[config.mk]
export PLATFORM = sky130hd
export DESIGN_NAME = acbi_top
export DESIGN_NICKNAME = d
export VERILOG_FILES = /design/src/acbi_pkg.sv /design/src/acbi_top.sv /design/src/acbi_sar.sv
export SDC_FILE = /design/constraint.sdc
export NUM_CORES = 1
export LEC_CHECK = 0
export ABC_AREA = 1
export BUFFER_PORTS_ARGS = -buffer_cell sky130_fd_sc_hd__buf_4
export CAP_MARGIN = 5
export CORE_MARGIN = 2
export CORE_UTILIZATION = 35
export CTS_CLUSTER_SIZE = 14
export DETAILED_ROUTE_END_ITERATION = 16
export PLACE_DENSITY = 0.57
export SYNTH_ARGS = -nofsm -noshare
export SYNTH_HDL_FRONTEND = slang
export SYNTH_SLANG_ARGS = --single-unit
export TNS_END_PERCENT = 1
[constraint.sdc]
create_clock -name clk -period 1.72 [get_ports clk]
set_clock_uncertainty 0.1 [all_clocks]
set_input_delay 0.086 -clock clk [delete_from_list [all_inputs] [get_ports clk]]
set_output_delay 0.086 -clock clk [all_outputs]
set_load 0.02 [all_outputs]
[src/acbi_pkg.sv]
// acbi_pkg: constants and carrier types for the converter bus interface
// assumes a single 40 MHz clock domain, no software registers
package acbi_pkg;
  localparam int unsigned clk_period_ns = 25;
  localparam int unsigned hold_valid_ns = 25;
  localparam int unsigned hold_valid_cyc =
    (hold_valid_ns + clk_period_ns - 1) / clk_period_ns;
  localparam int unsigned lead_min_ns = 300;
  localparam int unsigned lead_cyc = (lead_min_ns + clk_period_ns - 1) / clk_period_ns;
  localparam int unsigned bit_cyc_default = 16;
  localparam int unsigned res_w = 12;
  localparam int unsigned short_bits = 8;
  localparam int unsigned full_bits = 12;
  localparam logic [3:0] short_tail = 4'h8;

  typedef struct packed {
    logic activate;
    logic unit_select_n;
    logic read_convert;
    logic half_word_pick;
    logic word_width;
  } acbi_ctrl_type;

  typedef struct packed {
    logic [11:0] data;
    logic [11:0] oe;
  } acbi_bus_type;

  typedef enum logic [1:0] {
    acbi_idle = 2'b00,
    acbi_conv = 2'b01,
    acbi_lead = 2'b11
  } acbi_state_type;
endpackage : acbi_pkg

[src/acbi_top.sv]
// acbi_top: conversion control, busy flag and tri-state result port
// assumes control pins synchronous to clk; testbench resolves the result wires
`timescale 1ns/10ps

// Operation
// - stand-alone: a falling read/convert edge starts a conversion
// - stand-alone: drivers on only with read/convert high and busy low
// - outputs float from start edge until done and enabled again
// - enabled data stays valid 25 ns after read/convert falls
// - result valid before busy falls, with a lead of at least 300 ns
// - half-word pick latched at start; high means 8-bit conversion
// - after 8-bit conversion low three bits zero, fourth bit one
// - start when the last of the three controls reaches its state
// - start delay equal whichever control completes the condition
// - busy high only during conversion; drivers floating then
// - start transitions during conversion do not restart it
// - a start during conversion re-latches the pick, changing length
// - drive only with read/convert high, busy low, activate high, select low
// - word width high drives all twelve bits, pick ignored
// - width low, pick low: eight most significant bits on byte lanes
// - width low, pick high: four low bits then four zeros
// - pick may toggle any time without fault on the drivers
module acbi_top #(
  parameter int unsigned bit_cyc = acbi_pkg::bit_cyc_default
) (
  input wire logic clk,
  input wire logic resetn,
  input wire acbi_pkg::acbi_ctrl_type ctrl,
  input wire logic comp_high,
  output logic busy_flag_out,
  output logic [11:0] result_bits_out,
  output logic [11:0] result_bits_oe
);
  acbi_pkg::acbi_state_type state_q;
  acbi_pkg::acbi_state_type state_d;
  logic start_cond;
  logic start_cond_q;
  logic start_edge;
  logic short_q;
  logic short_d;
  logic [7:0] tick_q;
  logic [7:0] tick_d;
  logic [3:0] bits_q;
  logic [3:0] bits_d;
  logic [8:0] lead_q;
  logic [8:0] lead_d;
  logic [11:0] res_q;
  logic [11:0] res_d;
  logic [11:0] sar_value;
  logic [11:0] sar_trial;
  logic step;
  logic sar_start;
  logic en_now;
  logic [1:0] hold_q;
  logic [1:0] hold_d;
  acbi_pkg::acbi_bus_type bus_d;
  acbi_pkg::acbi_bus_type bus_q;

  function automatic logic [11:0] fmt(input logic [11:0] r, input logic width,
                                     input logic pick);
    if (width) begin
      fmt = r;
    end else if (!pick) begin
      fmt = {4'h0, r[11:4]};
    end else begin
      fmt = {4'h0, r[3:0], 4'h0};
    end
  endfunction : fmt

  // one combined condition: no input is favoured, so delay is uniform
  assign start_cond = ctrl.activate & ~ctrl.unit_select_n & ~ctrl.read_convert;
  assign start_edge = start_cond & ~start_cond_q;
  assign step = (state_q == acbi_pkg::acbi_conv) && (tick_q == 8'(bit_cyc - 1));
  assign sar_start = start_edge && (state_q == acbi_pkg::acbi_idle);

  acbi_sar #(
    .width(acbi_pkg::res_w)
  ) u_sar (
    .clk(clk),
    .resetn(resetn),
    .start(sar_start),
    .step(step),
    .comp_high(comp_high),
    .value_q(sar_value),
    .trial_q(sar_trial)
  );

  always_comb begin
    state_d = state_q;
    short_d = short_q;
    tick_d = tick_q;
    bits_d = bits_q;
    lead_d = lead_q;
    res_d = res_q;
    if (start_edge) begin
      short_d = ctrl.half_word_pick;
    end
    unique case (state_q)
      acbi_pkg::acbi_idle: begin
        if (start_edge) begin
          state_d = acbi_pkg::acbi_conv;
          tick_d = '0;
          bits_d = '0;
        end
      end
      acbi_pkg::acbi_conv: begin
        // restart attempts here only touch the pick latch
        tick_d = step ? 8'h00 : tick_q + 8'h01;
        if (step) begin
          bits_d = bits_q + 4'h1;
          if ((bits_q + 4'h1) >= (short_d ? 4'(acbi_pkg::short_bits)
                                          : 4'(acbi_pkg::full_bits))) begin
            state_d = acbi_pkg::acbi_lead;
            lead_d = '0;
          end
        end
      end
      acbi_pkg::acbi_lead: begin
        if (lead_q == 9'h000) begin
          // short result: remaining bits forced to 1000
          res_d = short_q ? {sar_value[11:4], acbi_pkg::short_tail} : sar_value;
        end
        lead_d = lead_q + 9'h001;
        if (lead_q == 9'(acbi_pkg::lead_cyc)) begin
          state_d = acbi_pkg::acbi_idle;
        end
      end
    endcase
  end

  assign busy_flag_out = (state_q != acbi_pkg::acbi_idle);
  assign en_now = ctrl.read_convert & ~busy_flag_out & ctrl.activate
                  & ~ctrl.unit_select_n;

  always_comb begin
    hold_d = hold_q;
    bus_d = bus_q;
    if (en_now) begin
      hold_d = 2'(acbi_pkg::hold_valid_cyc);
      bus_d.data = fmt(res_q, ctrl.word_width, ctrl.half_word_pick);
      bus_d.oe = ctrl.word_width ? 12'hfff : 12'h0ff;
    end else if (hold_q != 2'h0) begin
      hold_d = hold_q - 2'h1;
    end else begin
      bus_d.oe = 12'h000;
    end
  end

  always_ff @(posedge clk or negedge resetn) begin
    if (!resetn) begin
      state_q <= acbi_pkg::acbi_idle;
      start_cond_q <= 1'b0;
      short_q <= 1'b0;
      tick_q <= '0;
      bits_q <= '0;
      lead_q <= '0;
      res_q <= '0;
      hold_q <= '0;
      bus_q <= '0;
    end else begin
      state_q <= state_d;
      start_cond_q <= start_cond;
      short_q <= short_d;
      tick_q <= tick_d;
      bits_q <= bits_d;
      lead_q <= lead_d;
      res_q <= res_d;
      hold_q <= hold_d;
      bus_q <= bus_d;
    end
  end

  assign result_bits_out = bus_q.data;
  assign result_bits_oe = bus_q.oe;
endmodule : acbi_top

[src/acbi_sar.sv]
// acbi_sar: successive approximation register stepping one bit per step pulse, which comes every bit_cyc ticks
// assumes comparator input is synchronous and settled each step
`timescale 1ns/10ps
module acbi_sar #(
  parameter int unsigned width = 12
) (
  input wire logic clk,
  input wire logic resetn,
  input wire logic start,
  input wire logic step,
  input wire logic comp_high,
  output logic [width-1:0] value_q,
  output logic [width-1:0] trial_q
);
  logic [width-1:0] value_d;
  logic [width-1:0] trial_d;

  always_comb begin
    value_d = value_q;
    trial_d = trial_q;
    if (start) begin
      value_d = {1'b1, {(width-1){1'b0}}};
      trial_d = {1'b1, {(width-1){1'b0}}};
    end else if (step && (trial_q != '0)) begin
      // keep trial bit if the comparator says input is above
      value_d = (comp_high ? value_q : (value_q & ~trial_q)) | (trial_q >> 1);
      trial_d = trial_q >> 1;
    end
  end

  always_ff @(posedge clk or negedge resetn) begin
    if (!resetn) begin
      value_q <= '0;
      trial_q <= '0;
    end else begin
      value_q <= value_d;
      trial_q <= trial_d;
    end
  end
endmodule : acbi_sar

=== Yosys cells after proc, flatten, opt, wreduce, memory -nomap -nowiden ===
Index checks and enable logic that the tools add are counted.

* Word-level logic and storage cells: 85
* Register bits after elaboration: 87
* Bits of input ports: 8
* Output and inout port bits: 25

* Add/sub/neg operators: 4
* Bitwise logic cells: 13
* Reduce and logical (&&, ||, !) cells: 17
* Equality and inequality tests: 9
* Multiplexer cells: 29
* Magnitude comparators: 1

{| class="wikitable"
|+ Operators with widths
! kind !! number
|-
| $mux W12 || 9
|-
| $mux W8 || 3
|-
| $mux W9 || 2
|-
| $pmux W9 S2 || 1
|-
| $pmux W8 S2 || 1
|-
| $and A12 B12 Y12 || 1
|-
| $mux W2 || 6
|-
| $mux W4 || 3
|-
| $not A12 Y12 || 1
|-
| $or A12 B11 Y12 || 1
|-
| $reduce_bool A12 Y1 || 1
|-
| $reduce_bool A2 Y1 || 6
|-
| $add A9 B1 Y9 const B || 1
|-
| $eq A9 B4 Y1 const B || 1
|-
| $logic_not A9 Y1 || 1
|-
| $add A8 B1 Y8 const B || 1
|-
| $eq A8 B4 Y1 const B || 1
|-
| $ne A2 B2 Y1 const B || 4
|-
| $pmux W4 S2 || 1
|-
| $and A1 B1 Y1 || 6
|-
| $pmux W2 S3 || 1
|-
| $reduce_and A3 Y1 || 2
|-
| $add A4 B1 Y4 const B || 1
|-
| $ge A4 B4 Y1 || 1
|-
| 11 further kinds || 17
|}

=== Depth between registers and ports, before layout ===
* Word-level depth: 10
* Mapped depth: 12

=== By module ===
Synthesis repeated with hierarchy kept, for this count alone.

* Cells, all modules: 477
* Area, all modules: 3,900.0 um^2

{| class="wikitable"
|+ By module, submodules not included
! module !! instances !! area each (um^2) !! cells an instance !! seq. area each (um^2)
|-
| acbi_top || 1 || 2,712.6 || 335 || 1,326.3
|-
| acbi_sar || 1 || 1,187.4 || 142 || 600.6
|}

=== Worst setup path after synthesis ===
OpenSTA, ideal clock, no wires.

* Path type: register -> register
* From: register bits_q[0]
* To: register state_q[0]
* Path slack: 0.058 ns
* Stages on the path, launching flop included: 10
* Library setup time: 0.125 ns
* Data required time: 1.495 ns
* Arrival time: 1.437 ns
* Cell sequence: dfrtp_1 -> ha_1 -> xnor2_1 -> ha_1 -> nand2_1 -> nand2_1 -> nand3_1 -> nand2_1 -> nand3_1 -> nand3_1

* Longest elaborated chain between the ends: 4

{| class="wikitable"
|+ Ends and longest elaborated chain
! what !! line !! RTL
|-
| from (decl) || acbi_top.sv:43 || <nowiki>logic [3:0] bits_q;</nowiki>
|-
| from (signal assigned) || acbi_top.sv:165 || <nowiki>bits_q <= bits_d;</nowiki>
|-
| $add A4 B1 Y4 || acbi_top.sv:111 || <nowiki>if ((bits_q + 4'h1) >= (short_d ? 4'(acbi_pkg::short_bits)</nowiki>
|-
| $ge A4 B4 Y1 || acbi_top.sv:111 ||
|-
| $ne A2 B1 Y1 (no source line) || - ||
|-
| $reduce_and A4 Y1 (no source line) || - ||
|-
| to (signal assigned) || acbi_top.sv:151 || <nowiki>state_q <= acbi_pkg::acbi_idle;</nowiki>
|-
| to (signal assigned) || acbi_top.sv:161 || <nowiki>state_q <= state_d;</nowiki>
|-
| to (decl) || acbi_top.sv:34 || <nowiki>acbi_pkg::acbi_state_type state_q;</nowiki>
|}

No other way between the ends.
A chain may end at the register's enable or synchronous reset.

=== Worst setup path after layout ===
Same ends and word-level chain as after synthesis.

==> metrics.txt <==
# Max-Cap Violations=0; power density over the cells=between 1000 and 1500 nW/um2; synthesized flop and latch total=between 70 and 80; share of the yosys chip area belonging to registers=0.488; clock root buffer=clkbuf_16; Post-Syn Area=just under 4000 um2; minimum clock period after layout=approximately 1.7 ns; final worst-path cycle share=0.986; DRT Pass-1 Iters=5; NumNets Final=537; drc violations=0; Vias=3218; worst-case reg-to-reg path depth=9; hold path startpoint=ctrl[0]; Final Hold Fails=0; GRT Util Overall=0.150; Place WS=-0.115 ns; # diodes=0; Synth Area in Adders=0.0190; htree depth=3; Iteration-0 DRC Markers=219; worst min path class=in -> reg; critical path arrival=1.81 ns; CP Buf/Inv Count=0; I/O pins=33; Leakage=~2.4 nW; reg2reg setup slack=approximately 0.023 ns; Non-Filler Instances=668; CP peak stage delay=~0.38 ns; Final Setup Violations=0; fin worst setup slack=approximately 0.023 ns; Hold Path Cell Cnt=3; hpwl dp=6140 um; Yosys cell types=32; status=finished clean; pin count of the biggest net entering global routing=34; Peak VDD IR=0.874 mV; Max FO, Critical Path=3; Ys Warns=0; die area=between 10000 and 15000 um2; CP Cell Sequence=ha_2 -> xnor2_1 -> ha_1 -> nand2_1 -> nand2_1 -> nand3_1 -> nand2_2 -> nand3_1 -> nand3_1; Compound-Gate Fraction of Synth Area=0.157; CP Capture Type=register; RePlAce Congestion=approximately 0.85; cell mode on critical path=nand3_1; Die Width=between 100 and 150 um; fin. max-slew vios=0; first-pass GRT wire length=about 14000 um; crit path kind=reg -> reg; setup_tns=0 ns; fraction of layout cells with a size suffix above 1=0.235; Mapped Nets=slightly below 500; worst slew pin tran=~0.39 ns; cell total after placement=~650; CP top delay family=simple AND/OR/NAND/NOR gates; area post-placement=around 4500 um2; post-route ant nets=0; mux cell area share after synthesis=0; Worst EP required=roughly 1.8 ns; mean number of vias per cell=4.82; initial core utilization=0.361; CTS sink cnt=77; Hold Path End=result_bits_out[7]; initial antenna violation count=0; num rows=38; vias in the first global route=a little over 3000; buffers added on ports=32; post-synthesis simple-gate area fraction=0.243; Post-Synthesis Cells=around 470; largest family of logic cells by synthesized area=simple AND/OR/NAND/NOR gates; FMAX=between 500 and 600 MHz; Layout area overhead=21.1%; Post-synth EDFFs=0; Vert. Die Dim=around 110 um; Critical-path top delay cell=dfrtp_1; Most used DFF post-synth=dfrtp_1; gr ovfl total=0; fraction of synthesized cell area in xor and xnor cells=0.00222; detailed-route wire length per cell=12.5 um; Worst setup SP type=register; RSZ-0062 raised after global routing=true; CTS Buffer Depth=2; r2r endpoint=state_q[0]; CTS Buf Count=9; Async S/R FF share, synth=1.00; final wirelength=between 8000 and 9000 um; Worst-Skew Late Latency=roughly 0.33 ns; Slew headroom=0.743; design area=~4800 um2; CTS tree=yes; synthesized area per cell=about 8.4 um2; Reg2Reg Launch Point=bits_q[0]; CORE AREA=10900 um2; clock transition at the registers of the reported paths=~0.06 ns
## cells by family after synthesis
group           Yosys count
buf+inv                  73
xor+xnor                  1
flops                    77
fa+ha+maj                 6
simple gates            213
compound gates          103
## stage by stage
stage	hold slack (ns)	utilization	power [mW]
CTS	0.0266	0.436	6.95
floorplan	-0.310	-	4.31
global placement	-0.0626	0.407	5.07
detailed placement	-0.0606	0.407	5.15
finish	0.0378	0.438	6.90
global route	0.0577	0.438	7.45
## layout make-up
cell class / instances / area [um2]
Inverter: 49 / 184
Clock inverter: 5 / 36.3
Timing Repair Buffer: 63 / 531
Tap cell: 140 / 175
Sequential cell: 77 / 1930
Clock buffer: 11 / 243
Fill cell: 1089 / 6150
Multi-Input combinational cell: 323 / 1690
## synth_stat cells, types with 5 or more instances
cell	count	area, um2
a21oi_1	15	75.1
buf_4	11	82.6
buf_6	5	56.3
dfrtp_1	77	1930
ha_1	6	75.1
inv_1	47	176
nand2_1	126	473
nand2_2	5	31.3
nand3_1	29	145
nand4_1	9	56.3
nor2_1	27	101
o21ai_0	46	230
o21ai_1	10	50.1
o21ai_2	23	201
## routing by layer
layer | wire length (um) | vias to the layer above | track usage
li1 | - | 1636 | -
met1 | 3840 | 1519 | 0.191
met2 | 4010 | 51 | 0.248
met3 | 295 | 12 | 0.0270
met4 | 178 | 0 | 0.0723
met5 | 0 | - | 0
## cells in the final DEF (no fill, tap or decap), drive strengths merged, types with 2 or more instances in the layout
cell and instances:
a21boi 4, a21oi 15, a22oi 3, buf 60
clkbuf 11, clkinv 3, clkinvlp 3, dfrtp 77
dlygate4sd3 3, ha 6, inv 48, nand2 132
nand3 31, nand4 11, nor2 31, nor3 3
o21ai 79, o22ai 2, or2 3
## worst min-delay path: cells and delay by family
family,cells,cell delay (ns)
AOI/OAI and AO/OA,2,0.22
buffers and inverters,1,0.13
## repair_timing
action | in CTS | in global routing
hold buffers | 3 | 0
gates resized for setup | 3 | 7
pin swaps | 1 | 0
endpoints found under the setup margin | 7 | 45
endpoints found under the hold margin | 79 | 0
setup buffers | 0 | 0
## report_power, final
| group | leakage, nW | internal, mW | switching (mW) |
|---|---|---|---|
| Combinational | 1.28 | 1.03 | 1.51 |
| Sequential | 0.958 | 2.26 | 0.339 |
| Clock | 0.128 | 1.02 | 0.734 |
| Total | 2.37 | 4.31 | 2.59 |
## worst max-delay path by stage
stage / from / end / depth (start not counted)
after global placement: ctrl[3] / lead_q[6] / 11
after CTS: bits_q[0] / state_q[0] / 9
after detailed placement: ctrl[3] / lead_q[6] / 11
after floorplan: bits_q[0] / state_q[0] / 9
after global routing: bits_q[0] / lead_q[1] / 8
final: bits_q[0] / state_q[0] / 9
## registers in the layout, indices dropped and copies added, names as in the netlist
name             flops
res_q               12
result_bits_out     12
u_sar.trial_q       12
u_sar.value_q       12
lead_q               9
tick_q               8
bits_q               4
hold_q               2
result_bits_oe       2
state_q              2
short_q              1
start_cond_q         1
Power figures use the tool's default switching activity.
